==> src/rtl/sfr_bank1_regs.vh <==
`ifndef SFR_BANK1_REGS_VH
`define SFR_BANK1_REGS_VH

// Register offsets
`define OFF_INDIRECT_DATA_WINDOW 8'h80
`define OFF_OPTION_CONFIG 8'h81
`define OFF_COUNTER_LOW_BYTE 8'h82
`define OFF_CORE_STATUS 8'h83
`define OFF_INDIRECT_POINTER 8'h84
`define OFF_PORT_A_DIRECTION 8'h85
`define OFF_PORT_B_DIRECTION 8'h86
`define OFF_PORT_C_DIRECTION 8'h87
`define OFF_PORT_D_DIRECTION 8'h88
`define OFF_PORT_E_DIR_AND_SLAVE_FLAGS 8'h89
`define OFF_UPPER_COUNTER_BUFFER 8'h8a
`define OFF_INTERRUPT_CONTROL 8'h8b
`define OFF_PERIPHERAL_IRQ_ENABLE_1 8'h8c
`define OFF_PERIPHERAL_IRQ_ENABLE_2 8'h8d
`define OFF_POWER_RESET_CAUSE 8'h8e
`define OFF_TIMER2_PERIOD 8'h92
`define OFF_SERIAL_SLAVE_ADDRESS 8'h93
`define OFF_SERIAL_PORT_FLAGS 8'h94
`define OFF_UART_TX_CONTROL 8'h98
`define OFF_BAUD_DIVISOR 8'h99
`define OFF_CONVERTER_PIN_CONFIG 8'h9f

// Decode select indices
`define SEL_WINDOW 0
`define SEL_OPTION 1
`define SEL_PCL 2
`define SEL_STATUS 3
`define SEL_POINTER 4
`define SEL_DIR_A 5
`define SEL_DIR_B 6
`define SEL_DIR_C 7
`define SEL_DIR_D 8
`define SEL_DIR_E 9
`define SEL_UPPER 10
`define SEL_INTCTL 11
`define SEL_PERIPHERAL_IRQ_ENABLE_1 12
`define SEL_PERIPHERAL_IRQ_ENABLE_2 13
`define SEL_CAUSE 14
`define SEL_PERIOD 15
`define SEL_SLAVE_ADDR 16
`define SEL_SERIAL_FLAGS 17
`define SEL_TX_CTRL 18
`define SEL_BAUD 19
`define SEL_CONV 20
`define SEL_COUNT 21

// Field positions
`define STATUS_INDIRECT_BANK 7
`define STATUS_TIMEOUT 4
`define STATUS_POWER_DOWN 3
`define DIR_E_IN_FULL 7
`define DIR_E_OUT_FULL 6
`define DIR_E_OVERFLOW 5
`define DIR_E_SLAVE_MODE 4
`define TX_SHIFT_EMPTY 1
`define CAUSE_POWER_ON 1
`define CAUSE_BROWN_OUT 0

// Reset values
`define RST_OPTION 8'hff
`define RST_PCL 8'h00
`define RST_STATUS_HI 3'h0
`define RST_DIR_A 6'h3f
`define RST_DIR_B 8'hff
`define RST_DIR_C 8'hff
`define RST_DIR_D 8'hff
`define RST_DIR_E_HI 2'h0
`define RST_DIR_E_LO 3'h7
`define RST_UPPER 5'h00
`define RST_INTCTL_HI 7'h00
`define RST_PERIPHERAL_IRQ_ENABLE_1 8'h00
`define RST_PERIPHERAL_IRQ_ENABLE_2 1'h0
`define RST_PERIOD 8'hff
`define RST_SLAVE_ADDR 8'h00
`define RST_TX_HI 4'h0
`define RST_TX_LO 2'h0
`define RST_BAUD 8'h00
`define RST_CONV 3'h0

`endif

==> src/rtl/sfr_bank1_decode.v <==
// The plain strobed port was decided locally.
`timescale 1ns/10ps
`default_nettype none
`include "sfr_bank1_regs.vh"

module sfr_bank1_decode (
  input wire clk_in,
  input wire reset_in,
  input wire ce_in,
  input wire power_on_reset_in,
  input wire brown_out_reset_in,
  input wire [7:0] addr_in,
  input wire [7:0] wdata_in,
  input wire wr_in,
  input wire rd_in,
  output reg [7:0] rdata_out,
  input wire status_timeout_in,
  input wire status_power_down_in,
  input wire slave_in_full_in,
  input wire slave_out_full_in,
  input wire slave_overflow_set_in,
  input wire [5:0] serial_port_flags_in,
  input wire tx_shift_empty_in,
  output wire [8:0] mem_addr_out,
  output wire mem_rd_out,
  output wire mem_wr_out,
  output wire [7:0] mem_wdata_out,
  input wire [7:0] mem_rdata_in,
  output reg pc_load_out,
  output reg [12:0] pc_load_value_out,
  output wire [7:0] option_config_out,
  output wire [7:0] counter_low_byte_out,
  output wire indirect_bank_select_out,
  output wire [1:0] direct_bank_select_out,
  output wire [2:0] alu_flags_out,
  output wire [7:0] indirect_pointer_out,
  output wire [5:0] port_a_direction_out,
  output wire [7:0] port_b_direction_out,
  output wire [7:0] port_c_direction_out,
  output wire [7:0] port_d_direction_out,
  output wire [2:0] port_e_direction_out,
  output wire slave_port_mode_out,
  output wire slave_overflow_out,
  output wire [4:0] upper_counter_buffer_out,
  output wire [7:0] interrupt_control_out,
  output wire [7:0] peripheral_irq_enable_1_out,
  output wire peripheral_irq_enable_2_out,
  output wire [1:0] power_reset_cause_out,
  output wire [7:0] timer2_period_out,
  output wire [7:0] serial_slave_address_out,
  output wire [5:0] uart_tx_control_out,
  output wire [7:0] baud_divisor_out,
  output wire [2:0] converter_pin_config_out
);

  reg [7:0] option_ff;
  reg [7:0] pcl_ff;
  reg [2:0] status_hi_ff;
  reg [2:0] status_lo_ff;
  reg [7:0] pointer_ff;
  reg [5:0] dir_a_ff;
  reg [7:0] dir_b_ff;
  reg [7:0] dir_c_ff;
  reg [7:0] dir_d_ff;
  reg [1:0] dir_e_hi_ff;
  reg [2:0] dir_e_lo_ff;
  reg [4:0] upper_ff;
  reg [6:0] intctl_hi_ff;
  reg intctl_lo_ff;
  reg [7:0] peripheral_irq_enable_1_ff;
  reg peripheral_irq_enable_2_ff;
  reg [1:0] cause_ff;
  reg [7:0] period_ff;
  reg [7:0] slave_addr_ff;
  reg [3:0] tx_hi_ff;
  reg [1:0] tx_lo_ff;
  reg [7:0] baud_ff;
  reg [2:0] conv_ff;
  reg [7:0] nxt_rdata;

  wire [`SEL_COUNT-1:0] sel;
  wire unmapped;
  wire self_ref;
  wire wr_go;
  wire rd_go;
  wire full_reset;

  assign wr_go = ce_in & wr_in;
  assign rd_go = ce_in & rd_in;
  assign full_reset = power_on_reset_in | brown_out_reset_in;

  sfr_addr_decode u_decode (
    .addr_in(addr_in),
    .sel_out(sel),
    .unmapped_out(unmapped)
  );

  sfr_indirect_port u_indirect (
    .ce_in(ce_in),
    .window_sel_in(sel[`SEL_WINDOW]),
    .rd_in(rd_in),
    .wr_in(wr_in),
    .wdata_in(wdata_in),
    .bank_select_in(status_hi_ff[2]),
    .pointer_in(pointer_ff),
    .mem_addr_out(mem_addr_out),
    .mem_rd_out(mem_rd_out),
    .mem_wr_out(mem_wr_out),
    .mem_wdata_out(mem_wdata_out),
    .self_ref_out(self_ref)
  );

  // Option configuration
  always @(posedge clk_in) begin
    if (reset_in) begin
      option_ff <= `RST_OPTION;
    end else if (wr_go & sel[`SEL_OPTION]) begin
      option_ff <= wdata_in;
    end
  end

  // Counter low byte; a write also loads the full counter from the buffer
  always @(posedge clk_in) begin
    if (reset_in) begin
      pcl_ff <= `RST_PCL;
      pc_load_out <= 1'b0;
      pc_load_value_out <= 13'h0000;
    end else if (ce_in) begin
      pc_load_out <= wr_in & sel[`SEL_PCL];
      if (wr_in & sel[`SEL_PCL]) begin
        pcl_ff <= wdata_in;
        pc_load_value_out <= {upper_ff, wdata_in};
      end
    end
  end

  // Status bank bits; flag bits are never reset
  always @(posedge clk_in) begin
    if (reset_in) begin
      status_hi_ff <= `RST_STATUS_HI;
    end else if (wr_go & sel[`SEL_STATUS]) begin
      status_hi_ff <= wdata_in[7:5];
    end
  end

  always @(posedge clk_in) begin
    if (~reset_in & wr_go & sel[`SEL_STATUS]) begin
      status_lo_ff <= wdata_in[2:0];
    end
  end

  // Indirect pointer, unknown at power-on and kept otherwise
  always @(posedge clk_in) begin
    if (~reset_in & wr_go & sel[`SEL_POINTER]) begin
      pointer_ff <= wdata_in;
    end
  end

  // Port directions
  always @(posedge clk_in) begin
    if (reset_in) begin
      dir_a_ff <= `RST_DIR_A;
      dir_b_ff <= `RST_DIR_B;
      dir_c_ff <= `RST_DIR_C;
      dir_d_ff <= `RST_DIR_D;
    end else if (wr_go) begin
      if (sel[`SEL_DIR_A]) begin
        dir_a_ff <= wdata_in[5:0];
      end
      if (sel[`SEL_DIR_B]) begin
        dir_b_ff <= wdata_in;
      end
      if (sel[`SEL_DIR_C]) begin
        dir_c_ff <= wdata_in;
      end
      if (sel[`SEL_DIR_D]) begin
        dir_d_ff <= wdata_in;
      end
    end
  end

  // Port E direction and slave port control; overflow set beats a write
  always @(posedge clk_in) begin
    if (reset_in) begin
      dir_e_hi_ff <= `RST_DIR_E_HI;
      dir_e_lo_ff <= `RST_DIR_E_LO;
    end else if (ce_in) begin
      if (wr_in & sel[`SEL_DIR_E]) begin
        dir_e_hi_ff[0] <= wdata_in[`DIR_E_SLAVE_MODE];
        dir_e_lo_ff <= wdata_in[2:0];
      end
      if (slave_overflow_set_in) begin
        dir_e_hi_ff[1] <= 1'b1;
      end else if (wr_in & sel[`SEL_DIR_E]) begin
        dir_e_hi_ff[1] <= wdata_in[`DIR_E_OVERFLOW];
      end
    end
  end

  // Counter upper write buffer
  always @(posedge clk_in) begin
    if (reset_in) begin
      upper_ff <= `RST_UPPER;
    end else if (wr_go & sel[`SEL_UPPER]) begin
      upper_ff <= wdata_in[4:0];
    end
  end

  // Interrupt control; lowest flag is unknown at power-on and kept otherwise
  always @(posedge clk_in) begin
    if (reset_in) begin
      intctl_hi_ff <= `RST_INTCTL_HI;
    end else if (wr_go & sel[`SEL_INTCTL]) begin
      intctl_hi_ff <= wdata_in[7:1];
    end
  end

  always @(posedge clk_in) begin
    if (~reset_in & wr_go & sel[`SEL_INTCTL]) begin
      intctl_lo_ff <= wdata_in[0];
    end
  end

  // Peripheral interrupt enables
  always @(posedge clk_in) begin
    if (reset_in) begin
      peripheral_irq_enable_1_ff <= `RST_PERIPHERAL_IRQ_ENABLE_1;
      peripheral_irq_enable_2_ff <= `RST_PERIPHERAL_IRQ_ENABLE_2;
    end else if (wr_go) begin
      if (sel[`SEL_PERIPHERAL_IRQ_ENABLE_1]) begin
        peripheral_irq_enable_1_ff <= wdata_in;
      end
      if (sel[`SEL_PERIPHERAL_IRQ_ENABLE_2]) begin
        peripheral_irq_enable_2_ff <= wdata_in[0];
      end
    end
  end

  // Reset cause: cleared by its own reset kind, unchanged by the others
  always @(posedge clk_in) begin
    if (reset_in) begin
      if (full_reset) begin
        if (power_on_reset_in) begin
          cause_ff[`CAUSE_POWER_ON] <= 1'b0;
        end
        if (brown_out_reset_in) begin
          cause_ff[`CAUSE_BROWN_OUT] <= 1'b0;
        end
      end
    end else if (wr_go & sel[`SEL_CAUSE]) begin
      cause_ff <= wdata_in[1:0];
    end
  end

  // Timer period, serial slave address, baud divisor, converter config
  always @(posedge clk_in) begin
    if (reset_in) begin
      period_ff <= `RST_PERIOD;
      slave_addr_ff <= `RST_SLAVE_ADDR;
      baud_ff <= `RST_BAUD;
      conv_ff <= `RST_CONV;
    end else if (wr_go) begin
      if (sel[`SEL_PERIOD]) begin
        period_ff <= wdata_in;
      end
      if (sel[`SEL_SLAVE_ADDR]) begin
        slave_addr_ff <= wdata_in;
      end
      if (sel[`SEL_BAUD]) begin
        baud_ff <= wdata_in;
      end
      if (sel[`SEL_CONV]) begin
        conv_ff <= wdata_in[2:0];
      end
    end
  end

  // Transmit control; shift-empty bit is read-only
  always @(posedge clk_in) begin
    if (reset_in) begin
      tx_hi_ff <= `RST_TX_HI;
      tx_lo_ff <= `RST_TX_LO;
    end else if (wr_go & sel[`SEL_TX_CTRL]) begin
      tx_hi_ff <= wdata_in[7:4];
      tx_lo_ff <= {wdata_in[2], wdata_in[0]};
    end
  end

  // Read mux
  always @* begin
    nxt_rdata = 8'h00;
    case (1'b1)
      sel[`SEL_WINDOW]: nxt_rdata = self_ref ? 8'h00 : mem_rdata_in;
      sel[`SEL_OPTION]: nxt_rdata = option_ff;
      sel[`SEL_PCL]: nxt_rdata = pcl_ff;
      sel[`SEL_STATUS]: nxt_rdata = {status_hi_ff, status_timeout_in,
                                     status_power_down_in, status_lo_ff};
      sel[`SEL_POINTER]: nxt_rdata = pointer_ff;
      sel[`SEL_DIR_A]: nxt_rdata = {2'b00, dir_a_ff};
      sel[`SEL_DIR_B]: nxt_rdata = dir_b_ff;
      sel[`SEL_DIR_C]: nxt_rdata = dir_c_ff;
      sel[`SEL_DIR_D]: nxt_rdata = dir_d_ff;
      sel[`SEL_DIR_E]: nxt_rdata = {slave_in_full_in, slave_out_full_in,
                                    dir_e_hi_ff, 1'b0, dir_e_lo_ff};
      sel[`SEL_UPPER]: nxt_rdata = {3'b000, upper_ff};
      sel[`SEL_INTCTL]: nxt_rdata = {intctl_hi_ff, intctl_lo_ff};
      sel[`SEL_PERIPHERAL_IRQ_ENABLE_1]: nxt_rdata = peripheral_irq_enable_1_ff;
      sel[`SEL_PERIPHERAL_IRQ_ENABLE_2]: nxt_rdata = {7'h00, peripheral_irq_enable_2_ff};
      sel[`SEL_CAUSE]: nxt_rdata = {6'h00, cause_ff};
      sel[`SEL_PERIOD]: nxt_rdata = period_ff;
      sel[`SEL_SLAVE_ADDR]: nxt_rdata = slave_addr_ff;
      sel[`SEL_SERIAL_FLAGS]: nxt_rdata = {2'b00, serial_port_flags_in};
      sel[`SEL_TX_CTRL]: nxt_rdata = {tx_hi_ff, 1'b0, tx_lo_ff[1],
                                      tx_shift_empty_in, tx_lo_ff[0]};
      sel[`SEL_BAUD]: nxt_rdata = baud_ff;
      sel[`SEL_CONV]: nxt_rdata = {5'h00, conv_ff};
      default: nxt_rdata = 8'h00;
    endcase
  end

  // Read data stands from the cycle after the strobe until the next cycle with ce_in high
  always @(posedge clk_in) begin
    if (reset_in) begin
      rdata_out <= 8'h00;
    end else if (ce_in) begin
      rdata_out <= (rd_in & ~unmapped) ? nxt_rdata : 8'h00;
    end
  end

  assign option_config_out = option_ff;
  assign counter_low_byte_out = pcl_ff;
  assign indirect_bank_select_out = status_hi_ff[2];
  assign direct_bank_select_out = status_hi_ff[1:0];
  assign alu_flags_out = status_lo_ff;
  assign indirect_pointer_out = pointer_ff;
  assign port_a_direction_out = dir_a_ff;
  assign port_b_direction_out = dir_b_ff;
  assign port_c_direction_out = dir_c_ff;
  assign port_d_direction_out = dir_d_ff;
  assign port_e_direction_out = dir_e_lo_ff;
  assign slave_port_mode_out = dir_e_hi_ff[0];
  assign slave_overflow_out = dir_e_hi_ff[1];
  assign upper_counter_buffer_out = upper_ff;
  assign interrupt_control_out = {intctl_hi_ff, intctl_lo_ff};
  assign peripheral_irq_enable_1_out = peripheral_irq_enable_1_ff;
  assign peripheral_irq_enable_2_out = peripheral_irq_enable_2_ff;
  assign power_reset_cause_out = cause_ff;
  assign timer2_period_out = period_ff;
  assign serial_slave_address_out = slave_addr_ff;
  assign uart_tx_control_out = {tx_hi_ff, tx_lo_ff};
  assign baud_divisor_out = baud_ff;
  assign converter_pin_config_out = conv_ff;

endmodule

`default_nettype wire

==> src/rtl/sfr_addr_decode.v <==
`timescale 1ns/10ps
`default_nettype none
`include "sfr_bank1_regs.vh"

module sfr_addr_decode (
  input wire [7:0] addr_in,
  output wire [`SEL_COUNT-1:0] sel_out,
  output wire unmapped_out
);

  // Offsets in select order, entry 0 in the low byte
  localparam [`SEL_COUNT*8-1:0] OFFS = {
    `OFF_CONVERTER_PIN_CONFIG, `OFF_BAUD_DIVISOR, `OFF_UART_TX_CONTROL,
    `OFF_SERIAL_PORT_FLAGS, `OFF_SERIAL_SLAVE_ADDRESS, `OFF_TIMER2_PERIOD,
    `OFF_POWER_RESET_CAUSE, `OFF_PERIPHERAL_IRQ_ENABLE_2,
    `OFF_PERIPHERAL_IRQ_ENABLE_1, `OFF_INTERRUPT_CONTROL,
    `OFF_UPPER_COUNTER_BUFFER, `OFF_PORT_E_DIR_AND_SLAVE_FLAGS,
    `OFF_PORT_D_DIRECTION, `OFF_PORT_C_DIRECTION, `OFF_PORT_B_DIRECTION,
    `OFF_PORT_A_DIRECTION, `OFF_INDIRECT_POINTER, `OFF_CORE_STATUS,
    `OFF_COUNTER_LOW_BYTE, `OFF_OPTION_CONFIG, `OFF_INDIRECT_DATA_WINDOW};

  // Entries seen from either bank
  localparam [`SEL_COUNT-1:0] MIRROR = 21'h0_0c1d;

  genvar i;
  generate
    for (i = 0; i < `SEL_COUNT; i = i + 1) begin : g_match
      assign sel_out[i] = MIRROR[i] ?
        ({1'b0, addr_in[6:0]} == (OFFS[i*8 +: 8] & 8'h7f)) :
        (addr_in == OFFS[i*8 +: 8]);
    end
  endgenerate

  assign unmapped_out = ~|sel_out;

endmodule

`default_nettype wire

==> src/rtl/sfr_indirect_port.v <==
`timescale 1ns/10ps
`default_nettype none

module sfr_indirect_port (
  input wire ce_in,
  input wire window_sel_in,
  input wire rd_in,
  input wire wr_in,
  input wire [7:0] wdata_in,
  input wire bank_select_in,
  input wire [7:0] pointer_in,
  output wire [8:0] mem_addr_out,
  output wire mem_rd_out,
  output wire mem_wr_out,
  output wire [7:0] mem_wdata_out,
  output wire self_ref_out
);

  // Pointer aimed at the window itself reads zero and writes nothing
  assign self_ref_out = (pointer_in[6:0] == 7'h00);
  assign mem_addr_out = {bank_select_in, pointer_in};
  assign mem_rd_out = ce_in & rd_in & window_sel_in & ~self_ref_out;
  assign mem_wr_out = ce_in & wr_in & window_sel_in & ~self_ref_out;
  assign mem_wdata_out = wdata_in;

endmodule

`default_nettype wire

==> config.mk <==
export PLATFORM = sky130hd
export DESIGN_NAME = sfr_bank1_decode
export DESIGN_NICKNAME = d
export VERILOG_FILES = /design/src/rtl/sfr_bank1_decode.v /design/src/rtl/sfr_addr_decode.v /design/src/rtl/sfr_indirect_port.v
export VERILOG_INCLUDE_DIRS = /design/src /design/src/rtl
export SDC_FILE = /design/constraint.sdc
export NUM_CORES = 1
export LEC_CHECK = 0
export BUFFER_PORTS_ARGS = -buffer_cell sky130_fd_sc_hd__clkbuf_2
export CORE_ASPECT_RATIO = 1.1
export CORE_MARGIN = 10
export CORE_UTILIZATION = 50
export DETAILED_ROUTE_END_ITERATION = 8
export HOLD_SLACK_MARGIN = 0.15
export PLACE_DENSITY = 0.75
export SYNTH_ARGS = -nofsm -noshare
export SYNTH_HDL_FRONTEND = slang
export SYNTH_HIERARCHICAL = 1
export SYNTH_SLANG_ARGS = --single-unit
export TNS_END_PERCENT = 100
==> constraint.sdc <==
create_clock -name clk_in -period 3.5 [get_ports clk_in]
set_input_delay 0.175 -clock clk_in [delete_from_list [all_inputs] [get_ports clk_in]]
set_output_delay 0.175 -clock clk_in [all_outputs]
set_load 0.03 [all_outputs]
==> reports/results.ini, run 1 <==
[status]
status = finished clean

[global_routing]
antenna_violations_before_repair = 0
total_congestion_overflow = 0
wire_length_of_the_first_global_routing_pass_um = 42000
grt_pass1_vias = 7187
groute.layer.met2.usage_pct = 42.9
groute.usage.overall_pct = 26.9
global_route.peak_usage_layer = met2
maximum_number_of_pins_on_one_net_before_global_route_repair = 90
met1_usage_pct = 33.2
grt_util_met3_pct = 8.14

[logic_synthesis]
synth-seq-cells = 136
synthCells = 900
synth_top_family_by_area = simple AND/OR/NAND/NOR gates
synth.yosys.seq_area_share_pct = 40.1
yosys-mux-area-fraction_pct = 0.280
synth_cell_type_count = 67
synth_compound_area_share_pct = 24.2
ys.flop_type = dfxtp_1
postSynth.asyncResetShare_pct = 0
synthesis.yosys.warnings = 6
area_share_of_xor_xnor_cells_in_the_synthesized_design_pct = 0.123
synth_enable_flop_cells = 14
post_synth_and_or_nand_nor_area_fraction_pct = 27.3
synth_fa_ha_area_share_pct = 0
synth.cell_area_sq_mm = 0.00714
mappedNetlistNets = 943
syn_area_per_cell_sq_um = 7.93

[clocking]
h-tree-depth = 4
cts.reportedPaths.clkPinSlew_ps = 60
cts-buffers-inserted = 17
cts.repair.resized = 0
post_cts_hold_buffer_count = 3
cts_tree = yes
post_cts_buffers = 0
cts_root_buffer_type = clkbuf_16
clock_sinks = 136
clock_insertion_delay_worst_skew_ps = 430
clockBufferDepth = 2

[place]
final_weighted_congestion_in_routability_driven_placement = 0.936
post_place_worst_slack_ps = 617
dp.final_hpwl_um = 19700
numPortBuffers = 205

[worst_setup_path]
worstPathCellList = clkbuf_2 -> nor2_2 -> nand2_1 -> nor2_1 -> nand3_1 -> nor2_1 -> nor3b_1 -> a2111oi_0 -> nor3b_1 -> o41ai_1 -> o2bb2ai_1
path_class = in -> reg
crit_path_slowest_cell = nor2_1
arrival_ps = 2980
r2r_end = rdata_out[6]$_SDFFE_PP0P_
critical_path_capture_point_type = flop
max_incr_delay_on_cp_ps = 570
r2r_start = indirect_pointer_out[4]$_DFFE_PP_
timing.reg2reg.worst_path_depth = 6
regToRegSetupSlack_ps = 1480
worst_setup_path_startpoint = addr_in[5]
worstSetupStartpointType = primary input
timing.critical_path.required_ps = 3860
critPathCapture = rdata_out[1]$_SDFFE_PP0P_
crit_path_max_fanout = 10

[floorplan]
initial_core_utilization_pct = 51.3
floorplan.core_area_sq_mm = 0.0139
die_width_um = 134
std_cell_rows = 45
die_area_sq_mm = 0.0195
chipHeight_um = 145
top_level_ports = 206

[hold_path]
hold_class = in -> reg

[finish]
layout.cells.most_common = clkbuf_2
final_core_utilization_pct = 62.6
layout-area-overhead-vs-synth_pct = 22.0
insertedDiodeCount = 0
final_net_count = 1094
post_route_cells_drive_above_1_share_pct = 25.8
layout_common_cells = clkbuf_2, nand2_1, dfxtp_1

[sta]
hold_slack_ps = 179
worstMarginPinSlew_ps = 956
maxSlewViolCount = 0
setup_viol_count_final = 0
max_slew_margin_pct = 36.3
max_freq_ghz = 0.382
rsz_0062_raised_after_global_routing = no
timing.clock.skew_ps = 9.30
fin_tns_setup_ps = 0
worst_slack_ps = 880
layout_worst_path_cycle_share_pct = 74.9
timing.final.crit_period_ps = 2620
final_hold_viol_count = 0

[pwr]
totalPowerFinal_mw = 3.51
irDropWorstVdd_mv = 0.304
static-leakage-power_nw = 3.51
power.density_mw_per_mm2 = 404

[drt]
drtIter0Drc = 1042
routed_wirelength_um = 27400
detail-route-antenna-nets = 0
drc_errors = 0
wl_per_cell_um = 21.9
vias_per_cell = 6.19
detailroute.via_count = 7749
drtPass1Iterations = 6

[run]
maxCapViolations = 0

==> how the worst min path moves through the flow <==
stage	slack (ps)	end	cells after the start	start
2_1_floorplan	270	alu_flags_out[0]$_DFFE_PP_	0	wdata_in[0]
3_3_place_gp	440	pc_load_value_out[11]$_SDFFE_PP0P_	2	pc_load_value_out[11]$_SDFFE_PP0P_
3_5_place_dp	450	pc_load_value_out[10]$_SDFFE_PP0P_	2	pc_load_value_out[10]$_SDFFE_PP0P_
4_1_cts	170	rdata_out[1]$_SDFFE_PP0P_	4	mem_rdata_in[1]
5_1_grt	200	rdata_out[1]$_SDFFE_PP0P_	4	mem_rdata_in[1]
6_report	180	rdata_out[1]$_SDFFE_PP0P_	4	mem_rdata_in[1]
==> power breakdown <==
part	switching (mW)	internal [mW]	leakage (nW)
logic	0.166	0.0555	2.15
registers	0.00439	1.58	1.11
clock network	0.679	1.03	0.259
==> layer usage <==
layer / vias up / share of wire [%]
met3: 76 / 12
met1: 3602 / 38
li1: 3547 / -
met2: 524 / 46
met5: - / 0
met4: 0 / 3.3
==> layout make-up <==
cell class | instances | area, sq um
clock buffers | 17 | 425
inverters | 16 | 60.1
repair buffers | 233 | 1250
well taps | 188 | 235
multi-input cells | 647 | 3740
fillers | 1256 | 5200
flip-flops and latches | 136 | 2860
clock inverters | 15 | 135
==> registers in the layout, indices dropped and copies added (netlist names), 7 cells and up <==
signal and count:
port_d_direction_out 8, port_b_direction_out 8, rdata_out 8, indirect_pointer_out 8, option_config_out 8, port_c_direction_out 8
timer2_period_out 8, baud_divisor_out 8, serial_slave_address_out 8, pc_load_value_out 13, intctl_hi_ff 7, peripheral_irq_enable_1_out 8
==> cell families after synthesis <==
group	count (synthesis)
simple gates	388
flops	136
xor+xnor	1
compound gates	256
mux	2
buf+inv	117
==> critical path: cells and delay by family <==
kind | cells | cell delay, ps
AOI/OAI and AO/OA | 3 | 1220
and+or+nand+nor | 7 | 1500
buffers and inverters | 1 | 100
==> Yosys cell counts, drive strengths merged, types with 7 or more instances <==
cell	count	share of area, %
a2111oi	8	1.0
a211o	52	6.4
a211oi	9	1.0
a21oi	108	7.6
a31oi	7	0.61
and3	49	4.3
buf	41	4.0
clkbuf	60	3.2
dfxtp	122	34
edfxtp	14	5.9
inv	15	0.79
nand2	145	7.6
nand2b	15	1.3
nand3	64	4.5
nand3b	10	1.1
nor2	29	1.6
nor2b	19	1.7
nor3	23	1.7
nor3b	11	1.2
o211ai	8	0.84
o21ai	18	1.3
==> stage by stage <==
stage	instances	area, sq um
3_5_place_dp	1217	8120
4_1_cts	1252	8710
3_3_place_gp	1217	8120
6_report	1252	8710
2_1_floorplan	900	7140
5_1_grt	1252	8710
(Power assumes the default switching activity.)
==> run 2: changes to the inputs <==
- ABC_AREA: unset -> 1
- PLACE_DENSITY: 0.75 -> 0.76
- clock period: 3.5 -> 2.75 ns (I/O delays scaled with it)
==> run 2 against run 1 <==
Effect of this change: register-to-register slack got worse by 650 ps; non-clock buffer count rose by 2; die area fell by 1.5%; critical path depth rose by 17; setup slack got worse by 450 ps; flip-flop and latch count did not move; utilization fell by 0.11 points; routed wire length fell by 5.6%; global-route usage fell by 0.97 points; total power rose by 28%; combinational power rose by 28%; critical endpoint unchanged; highest routed layer unchanged.
==> reports/results.ini, run 2 <==
[worst_setup_path]
cp_common_cell = nand2_1
critical_path.top_delay_family = simple AND/OR/NAND/NOR gates  ; unchanged
timing.critical_path.required_ps = 3060  ; was 3860 ps
regToRegSetupSlack_ps = 830  ; was 1480 ps
worstSetupStartpointType = primary input  ; unchanged
max_incr_delay_on_cp_ps = 290  ; was 570 ps
r2r_start = tx_hi_ff[2]$_SDFFE_PP0P_  ; was indirect_pointer_out[4]$_DFFE_PP_
arrival_ps = 2630  ; was 2980 ps
crit_path_max_fanout = 11  ; was 10
critical_path_capture_point_type = flop  ; unchanged
timing.reg2reg.worst_path_depth = 14  ; was 6
path_depth = 28  ; was 11
path_class = in -> reg  ; unchanged
critPathBufInv = 5  ; was 1
crit_path_slowest_cell = inv_1  ; was nor2_1
r2r_end = rdata_out[6]$_SDFFE_PP0P_  ; unchanged

[logic_synthesis]
postSynth.asyncResetShare_pct = 0  ; unchanged
synthesis.yosys.warnings = 6  ; unchanged
synth-seq-cells = 136  ; unchanged
synth_cell_type_count = 33  ; was 67
synth.yosys.seq_area_share_pct = 40.8  ; was 40.1%
ys.flop_type = dfxtp_1  ; unchanged
synth.cell_area_sq_mm = 0.00701  ; was 0.00714 sq mm
synth_top_cells_by_area = dfxtp_1, nand2_1, a21oi_1  ; unchanged
synth_enable_flop_cells = 14  ; unchanged
mappedNetlistNets = 1106  ; was 943
yosys-top-cells-count = nand2_1, a21oi_1, dfxtp_1  ; was nand2_1, dfxtp_1, a21oi_1
synthCells = 1063  ; was 900
synth_top_cell_by_area = dfxtp_1  ; unchanged
synth_most_common_cell = nand2_1  ; unchanged
synth_largest_type_area_fraction_pct = 34.8  ; was 34.2%
syn_area_per_cell_sq_um = 6.60  ; was 7.93 sq um

[sta]
layout_worst_path_cycle_share_pct = 84.2
rsz_0062_raised_after_global_routing = no  ; unchanged
max_freq_ghz = 0.432
max_slew_margin_pct = 51.5  ; was 36.3%
worstMarginPinSlew_ps = 727  ; was 956 ps
final_hold_viol_count = 0  ; unchanged
worst_slack_ps = 433  ; was 880 ps
hold_slack_ps = 166  ; was 179 ps
timing.clock.skew_ps = 6.64  ; was 9.30 ps
setup_viol_count_final = 0  ; unchanged
maxSlewViolCount = 0  ; unchanged
timing.final.crit_period_ps = 2320
fin_tns_setup_ps = 0  ; unchanged

[floorplan]
die_area_sq_mm = 0.0192  ; was 0.0195 sq mm
die_width_um = 133  ; was 134 um
initial_core_utilization_pct = 50.8  ; was 51.3%
top_level_ports = 206  ; unchanged
std_cell_rows = 45  ; unchanged
floorplan.core_area_sq_mm = 0.0138  ; was 0.0139 sq mm
chipHeight_um = 144  ; was 145 um

[clocking]
h-tree-depth = 4  ; unchanged
cts-buffers-inserted = 17  ; unchanged
clock_sinks = 136  ; unchanged
cts_root_buffer_type = clkbuf_16  ; unchanged
clockBufferDepth = 2  ; unchanged
cts_tree = yes  ; unchanged
clock_insertion_delay_worst_skew_ps = 430  ; about the same
cts.reportedPaths.clkPinSlew_ps = 50  ; was 60 ps
post_cts_buffers = 0  ; unchanged

[global_routing]
wire_length_of_the_first_global_routing_pass_um = 39400  ; was 42000 um
antenna_violations_before_repair = 0  ; unchanged
maximum_number_of_pins_on_one_net_before_global_route_repair = 36  ; was 90
total_congestion_overflow = 0  ; unchanged
groute.usage.overall_pct = 26.0  ; was 26.9%
grt_pass1_vias = 7177  ; was 7187

[drt]
routed_wirelength_um = 25800  ; was 27400 um
detail-route-antenna-nets = 0  ; unchanged
drc_errors = 0  ; unchanged
drtPass1Iterations = 5  ; was 6
wl_per_cell_um = 18.0  ; was 21.9 um
detailroute.via_count = 7818  ; was 7749
drtIter0Drc = 948  ; was 1042
vias_per_cell = 5.43  ; was 6.19

[pwr]
static-leakage-power_nw = 4.31  ; was 3.51 nW
clockPowerShare_pct = 48.9  ; was 48.7%
switchingPower_mw = 1.06  ; was 0.849 mW
power.sequential.fraction_pct = 44.8  ; was 45.0%
power.combinational.fraction_pct = 6.3  ; about the same
irDropWorstVdd_mv = 0.392  ; was 0.304 mV
power.density_mw_per_mm2 = 522  ; was 404 mW/mm^2
internal_power_mw = 3.44  ; was 2.66 mW
totalPowerFinal_mw = 4.50  ; was 3.51 mW
sw_share_pct = 23.6  ; was 24.2%

[hold_path]
hold_class = in -> reg  ; unchanged
hold_path_end = rdata_out[2]$_SDFFE_PP0P_  ; was rdata_out[1]$_SDFFE_PP0P_
hold_depth = 7  ; was 4
hp-start = mem_rdata_in[2]  ; was mem_rdata_in[1]

[place]
numPortBuffers = 205  ; unchanged
final_weighted_congestion_in_routability_driven_placement = 0.953  ; was 0.936
post_place_worst_slack_ps = 77.8  ; was 617 ps
dp.final_hpwl_um = 19000  ; was 19700 um

[status]
status = finished clean  ; unchanged

[finish]
layout-area-overhead-vs-synth_pct = 23.0  ; was 22.0%
registers.top_by_ff_count = pc_load_value_out  ; unchanged
final_net_count = 1281  ; was 1094
largest_register_ff_count = 13  ; unchanged
post_route_cells_drive_above_1_share_pct = 21.5  ; was 25.8%
final_core_utilization_pct = 62.5  ; was 62.6%
layout_common_cells = nand2_1, clkbuf_2, a21oi_1  ; was clkbuf_2, nand2_1, dfxtp_1
layout.cells.most_common = nand2_1  ; was clkbuf_2
insertedDiodeCount = 0  ; unchanged
fill_cells = 1288  ; was 1256

[run]
maxCapViolations = 0  ; unchanged

run 2: cell types whose count changed after synthesis, moves of 19 or more:
cell      change
a21oi_1      +22
nor2_1       +63
and3_1       -48
nor2b_1      -19
nand2_1     +189
nand3_1      +22
a211o_1      -52
o21ai_0      +31
clkbuf_1     -27
inv_1        +87
run 2: worst max path at each step:
stage                     from  slack [ps]                           endpoint
floorplan           addr_in[5]         740  indirect_pointer_out[0]$_DFFE_PP_
global placement    addr_in[2]         120          rdata_out[1]$_SDFFE_PP0P_
detailed placement  addr_in[2]          80          rdata_out[1]$_SDFFE_PP0P_
CTS                 addr_in[2]         510          rdata_out[1]$_SDFFE_PP0P_
global route        addr_in[2]         220          rdata_out[1]$_SDFFE_PP0P_
finish              addr_in[2]         430          rdata_out[1]$_SDFFE_PP0P_
run 2: cells by family (layout without fill, tap and decap cells):
logic type             count (synthesis)  count (layout)  synth area share [%]
AO/OA/AOI/OAI                        205             205                  15.6
buffers and inverters                188             376                  12.5
flip-flops                           136             136                  40.8
AND/OR/NAND/NOR                      534             534                  31.0
run 2: per-layer routing:
layer  global-route usage [%]  up-vias  wire length [um]
met2                     41.4      461             11900
met3                     8.71       74              2930
li1                         -     3745                 -
met1                     30.9     3538             10000
met5                        0        -                 0
met4                     12.3        0               947
run 2: worst register-to-register path, cell delays in order (launching register included):
cell and delay [ps]:
dfxtp_1 390, o211ai_1 110, o21ai_0 230, a21oi_1 110, o21ai_0 240, nand2_1 110
nand2_1 90, nand2_1 60, nand2_1 70, nand2_1 70, nand2_1 70, nand2_1 50
nand2_1 50, nand2_1 50, a21oi_1 120
run 2: cell type report:
type	count	area (sq um)	share of cell area, %
Multi-Input combinational cell	739	3270	37.9
Inverter	109	409	4.74
Timing Repair Buffer	235	1290	14.9
Clock buffer	24	462	5.35
Clock inverter	8	96.3	1.12
Sequential cell	136	2860	33.2
Tap cell	188	235	2.73
run 2: per-stage QoR:
step | instances | area, sq um
final | 1439 | 8620
after global routing | 1439 | 8620
after CTS | 1439 | 8620
after detailed placement | 1398 | 7980
after global placement | 1398 | 7980
after floorplan | 1063 | 7010
run 2: timing repair:
action                                 in CTS  in global routing
gates resized for setup                     0                  0
endpoints found under the hold margin       8                  0
hold buffers                                9                  0
run 2: power groups by stage:
stage	clock (mW)	combinational [mW]	sequential [mW]
6_report	2.20	0.285	2.01
5_1_grt	2.31	0.303	2.01
4_1_cts	2.21	0.280	2.01
3_5_place_dp	0	0.269	2.06
3_3_place_gp	0	0.268	2.06
2_1_floorplan	0	0.147	2.07
==> run 3: changes to the inputs <==
- clock period: 2.75 -> 2.26 ns (I/O delays scaled with it)
==> run 3 against run 2 <==
Effect of this change: hold slack better by 8.2 ps; largest cell class unchanged; utilization is 3.1 points higher; combinational power grew 31%; via count rose by 1.7%; clock skew is 2.5 ps higher; count of clock-buffer cells in the layout decreased by 3; flip-flop and latch count unchanged.
==> reports/results.ini, run 3 (synthesis gave the netlist of run 2 again) <==
[status]
status = finished clean  ; unchanged

[sta]
max_slew_margin_pct = 58.9  ; was 51.5%
timing.final.crit_period_ps = 1990
layout_worst_path_cycle_share_pct = 87.9
final_hold_viol_count = 0  ; unchanged
timing.clock.skew_ps = 9.15  ; was 6.64 ps
max_freq_ghz = 0.503
maxSlewViolCount = 0  ; unchanged
rsz_0062_raised_after_global_routing = no  ; unchanged
worstMarginPinSlew_ps = 617  ; was 727 ps
setup_viol_count_final = 0  ; unchanged

[place]
placedInstanceArea_sq_mm = 0.00829  ; was 0.00798 sq mm
numPlacedInstances = 1438  ; was 1398
numPortBuffers = 205  ; unchanged
dp.final_hpwl_um = 19700  ; was 19000 um
final_weighted_congestion_in_routability_driven_placement = 0.932  ; was 0.953

[pwr]
static-leakage-power_nw = 4.56  ; was 4.31 nW
power.density_mw_per_mm2 = 634  ; was 522 mW/mm^2
totalPowerFinal_mw = 5.74  ; was 4.50 mW
irDropWorstVdd_mv = 0.411  ; was 0.392 mV

[drt]
routed_wirelength_um = 26700  ; was 25800 um
drc_errors = 0  ; unchanged
drtPass1Iterations = 6  ; was 5
vias_per_cell = 5.36  ; was 5.43
drtIter0Drc = 891  ; was 948
detailroute.via_count = 7953  ; was 7818
detail-route-antenna-nets = 0  ; unchanged
wl_per_cell_um = 18.0  ; about the same

[global_routing]
wire_length_of_the_first_global_routing_pass_um = 41000  ; was 39400 um
groute.usage.overall_pct = 27.1  ; was 26.0%
maximum_number_of_pins_on_one_net_before_global_route_repair = 35  ; was 36
grt_pass1_vias = 7420  ; was 7177
total_congestion_overflow = 0  ; unchanged
antenna_violations_before_repair = 0  ; unchanged

[worst_setup_path]
path_class = in -> reg  ; unchanged
regToRegSetupSlack_ps = 420  ; was 830 ps
critical_path.top_delay_family = simple AND/OR/NAND/NOR gates  ; unchanged
critical_path_capture_point_type = flop  ; unchanged
critPathBufInv = 4  ; was 5
crit_path_max_fanout = 5  ; was 11
r2r_start = tx_hi_ff[3]$_SDFFE_PP0P_  ; was tx_hi_ff[2]$_SDFFE_PP0P_
max_incr_delay_on_cp_ps = 150  ; was 290 ps
crit_path_slowest_cell = buf_4  ; was inv_1
worst_setup_path_startpoint = addr_in[0]  ; was addr_in[2]
cp_common_cell = nand2_1  ; unchanged
worstSetupStartpointType = primary input  ; unchanged
arrival_ps = 2300  ; was 2630 ps
timing.critical_path.required_ps = 2580  ; was 3060 ps

[clocking]
cts.reportedPaths.clkPinSlew_ps = 60  ; was 50 ps
post_cts_buffers = 0  ; unchanged
cts_tree = yes  ; unchanged
h-tree-depth = 4  ; unchanged
cts-buffers-inserted = 17  ; unchanged
clock_insertion_delay_worst_skew_ps = 430  ; about the same
clockBufferDepth = 2  ; unchanged
cts_root_buffer_type = clkbuf_16  ; unchanged
clock_sinks = 136  ; unchanged

[floorplan]
std_cell_rows = 45  ; unchanged
top_level_ports = 206  ; unchanged
chipHeight_um = 144  ; unchanged
floorplan.core_area_sq_mm = 0.0138  ; unchanged
die_area_sq_mm = 0.0192  ; unchanged
initial_core_utilization_pct = 50.8  ; unchanged
die_width_um = 133  ; unchanged

[finish]
insertedDiodeCount = 0  ; unchanged
design_area_sq_mm = 0.00905  ; was 0.00862 sq mm
layout-area-overhead-vs-synth_pct = 29.0  ; was 23.0%
final_net_count = 1326  ; was 1281
finish.cell_count_without_fillers = 1484  ; was 1439
final_core_utilization_pct = 65.6  ; was 62.5%
layout.cells.most_common = nand2_1  ; unchanged
post_route_cells_drive_above_1_share_pct = 24.4  ; was 21.5%
largest_register_ff_count = 13  ; unchanged
layout_common_cells = nand2_1, clkbuf_2, a21oi_1  ; unchanged
registers.top_by_ff_count = pc_load_value_out  ; unchanged

[run]
maxCapViolations = 0  ; unchanged

[hold_path]
hold_class = in -> reg  ; unchanged
hp-start = mem_rdata_in[3]  ; was mem_rdata_in[2]

## run 3: area by class of cell
class                   count  area [sq um]
repair buffers            280          1650
clock buffers              21           470
multi-input cells         739          3280
fillers                  1269          4750
inverters                 109           409
well taps                 188           235
flip-flops and latches    136          2860
clock inverters            11           143
## run 3: worst paths after layout
check	end	cells after the start
min	rdata_out[3]$_SDFFE_PP0P_	7
min reg2reg	pc_load_value_out[9]$_SDFFE_PP0P_	2
max reg2reg	rdata_out[7]$_SDFFE_PP0P_	14
max	rdata_out[0]$_SDFFE_PP0P_	28
## run 3: through the flow
step / hold slack (ps) / worst slack [ps] / TNS, ps
after floorplan: 212 / 277 / 0
after global placement: 408 / -118 / -326
after detailed placement: 408 / -107 / -358
after CTS: 155 / 327 / 0
after global routing: 205 / 2.33 / 0
final: 174 / 274 / 0
## run 3: repair_timing
item	4_1_cts	5_1_grt
hold endpoints to repair	15	2
endpoints found under the setup margin	0	1
resized for setup	0	2
hold buffers	13	1
## run 3: report_power, final
part	leakage, nW	internal (mW)	switching, mW
Clock	0.305	1.82	1.09
Sequential	1.11	2.44	0.00597
Combinational	3.14	0.110	0.264
## run 3: tightest hold or removal path: stages
cell      delay [ps]
clkbuf_2          80
inv_1             50
o21ai_0           70
nand2_1           80
inv_1             40
nand2_1           60
a21oi_1           60
## run 3: routing by layer
layer,part of all wire [%],track usage (%)
met3,9.5,7.56
met4,3.0,11.6
met5,0,0
met1,39,31.6
met2,48,45.7
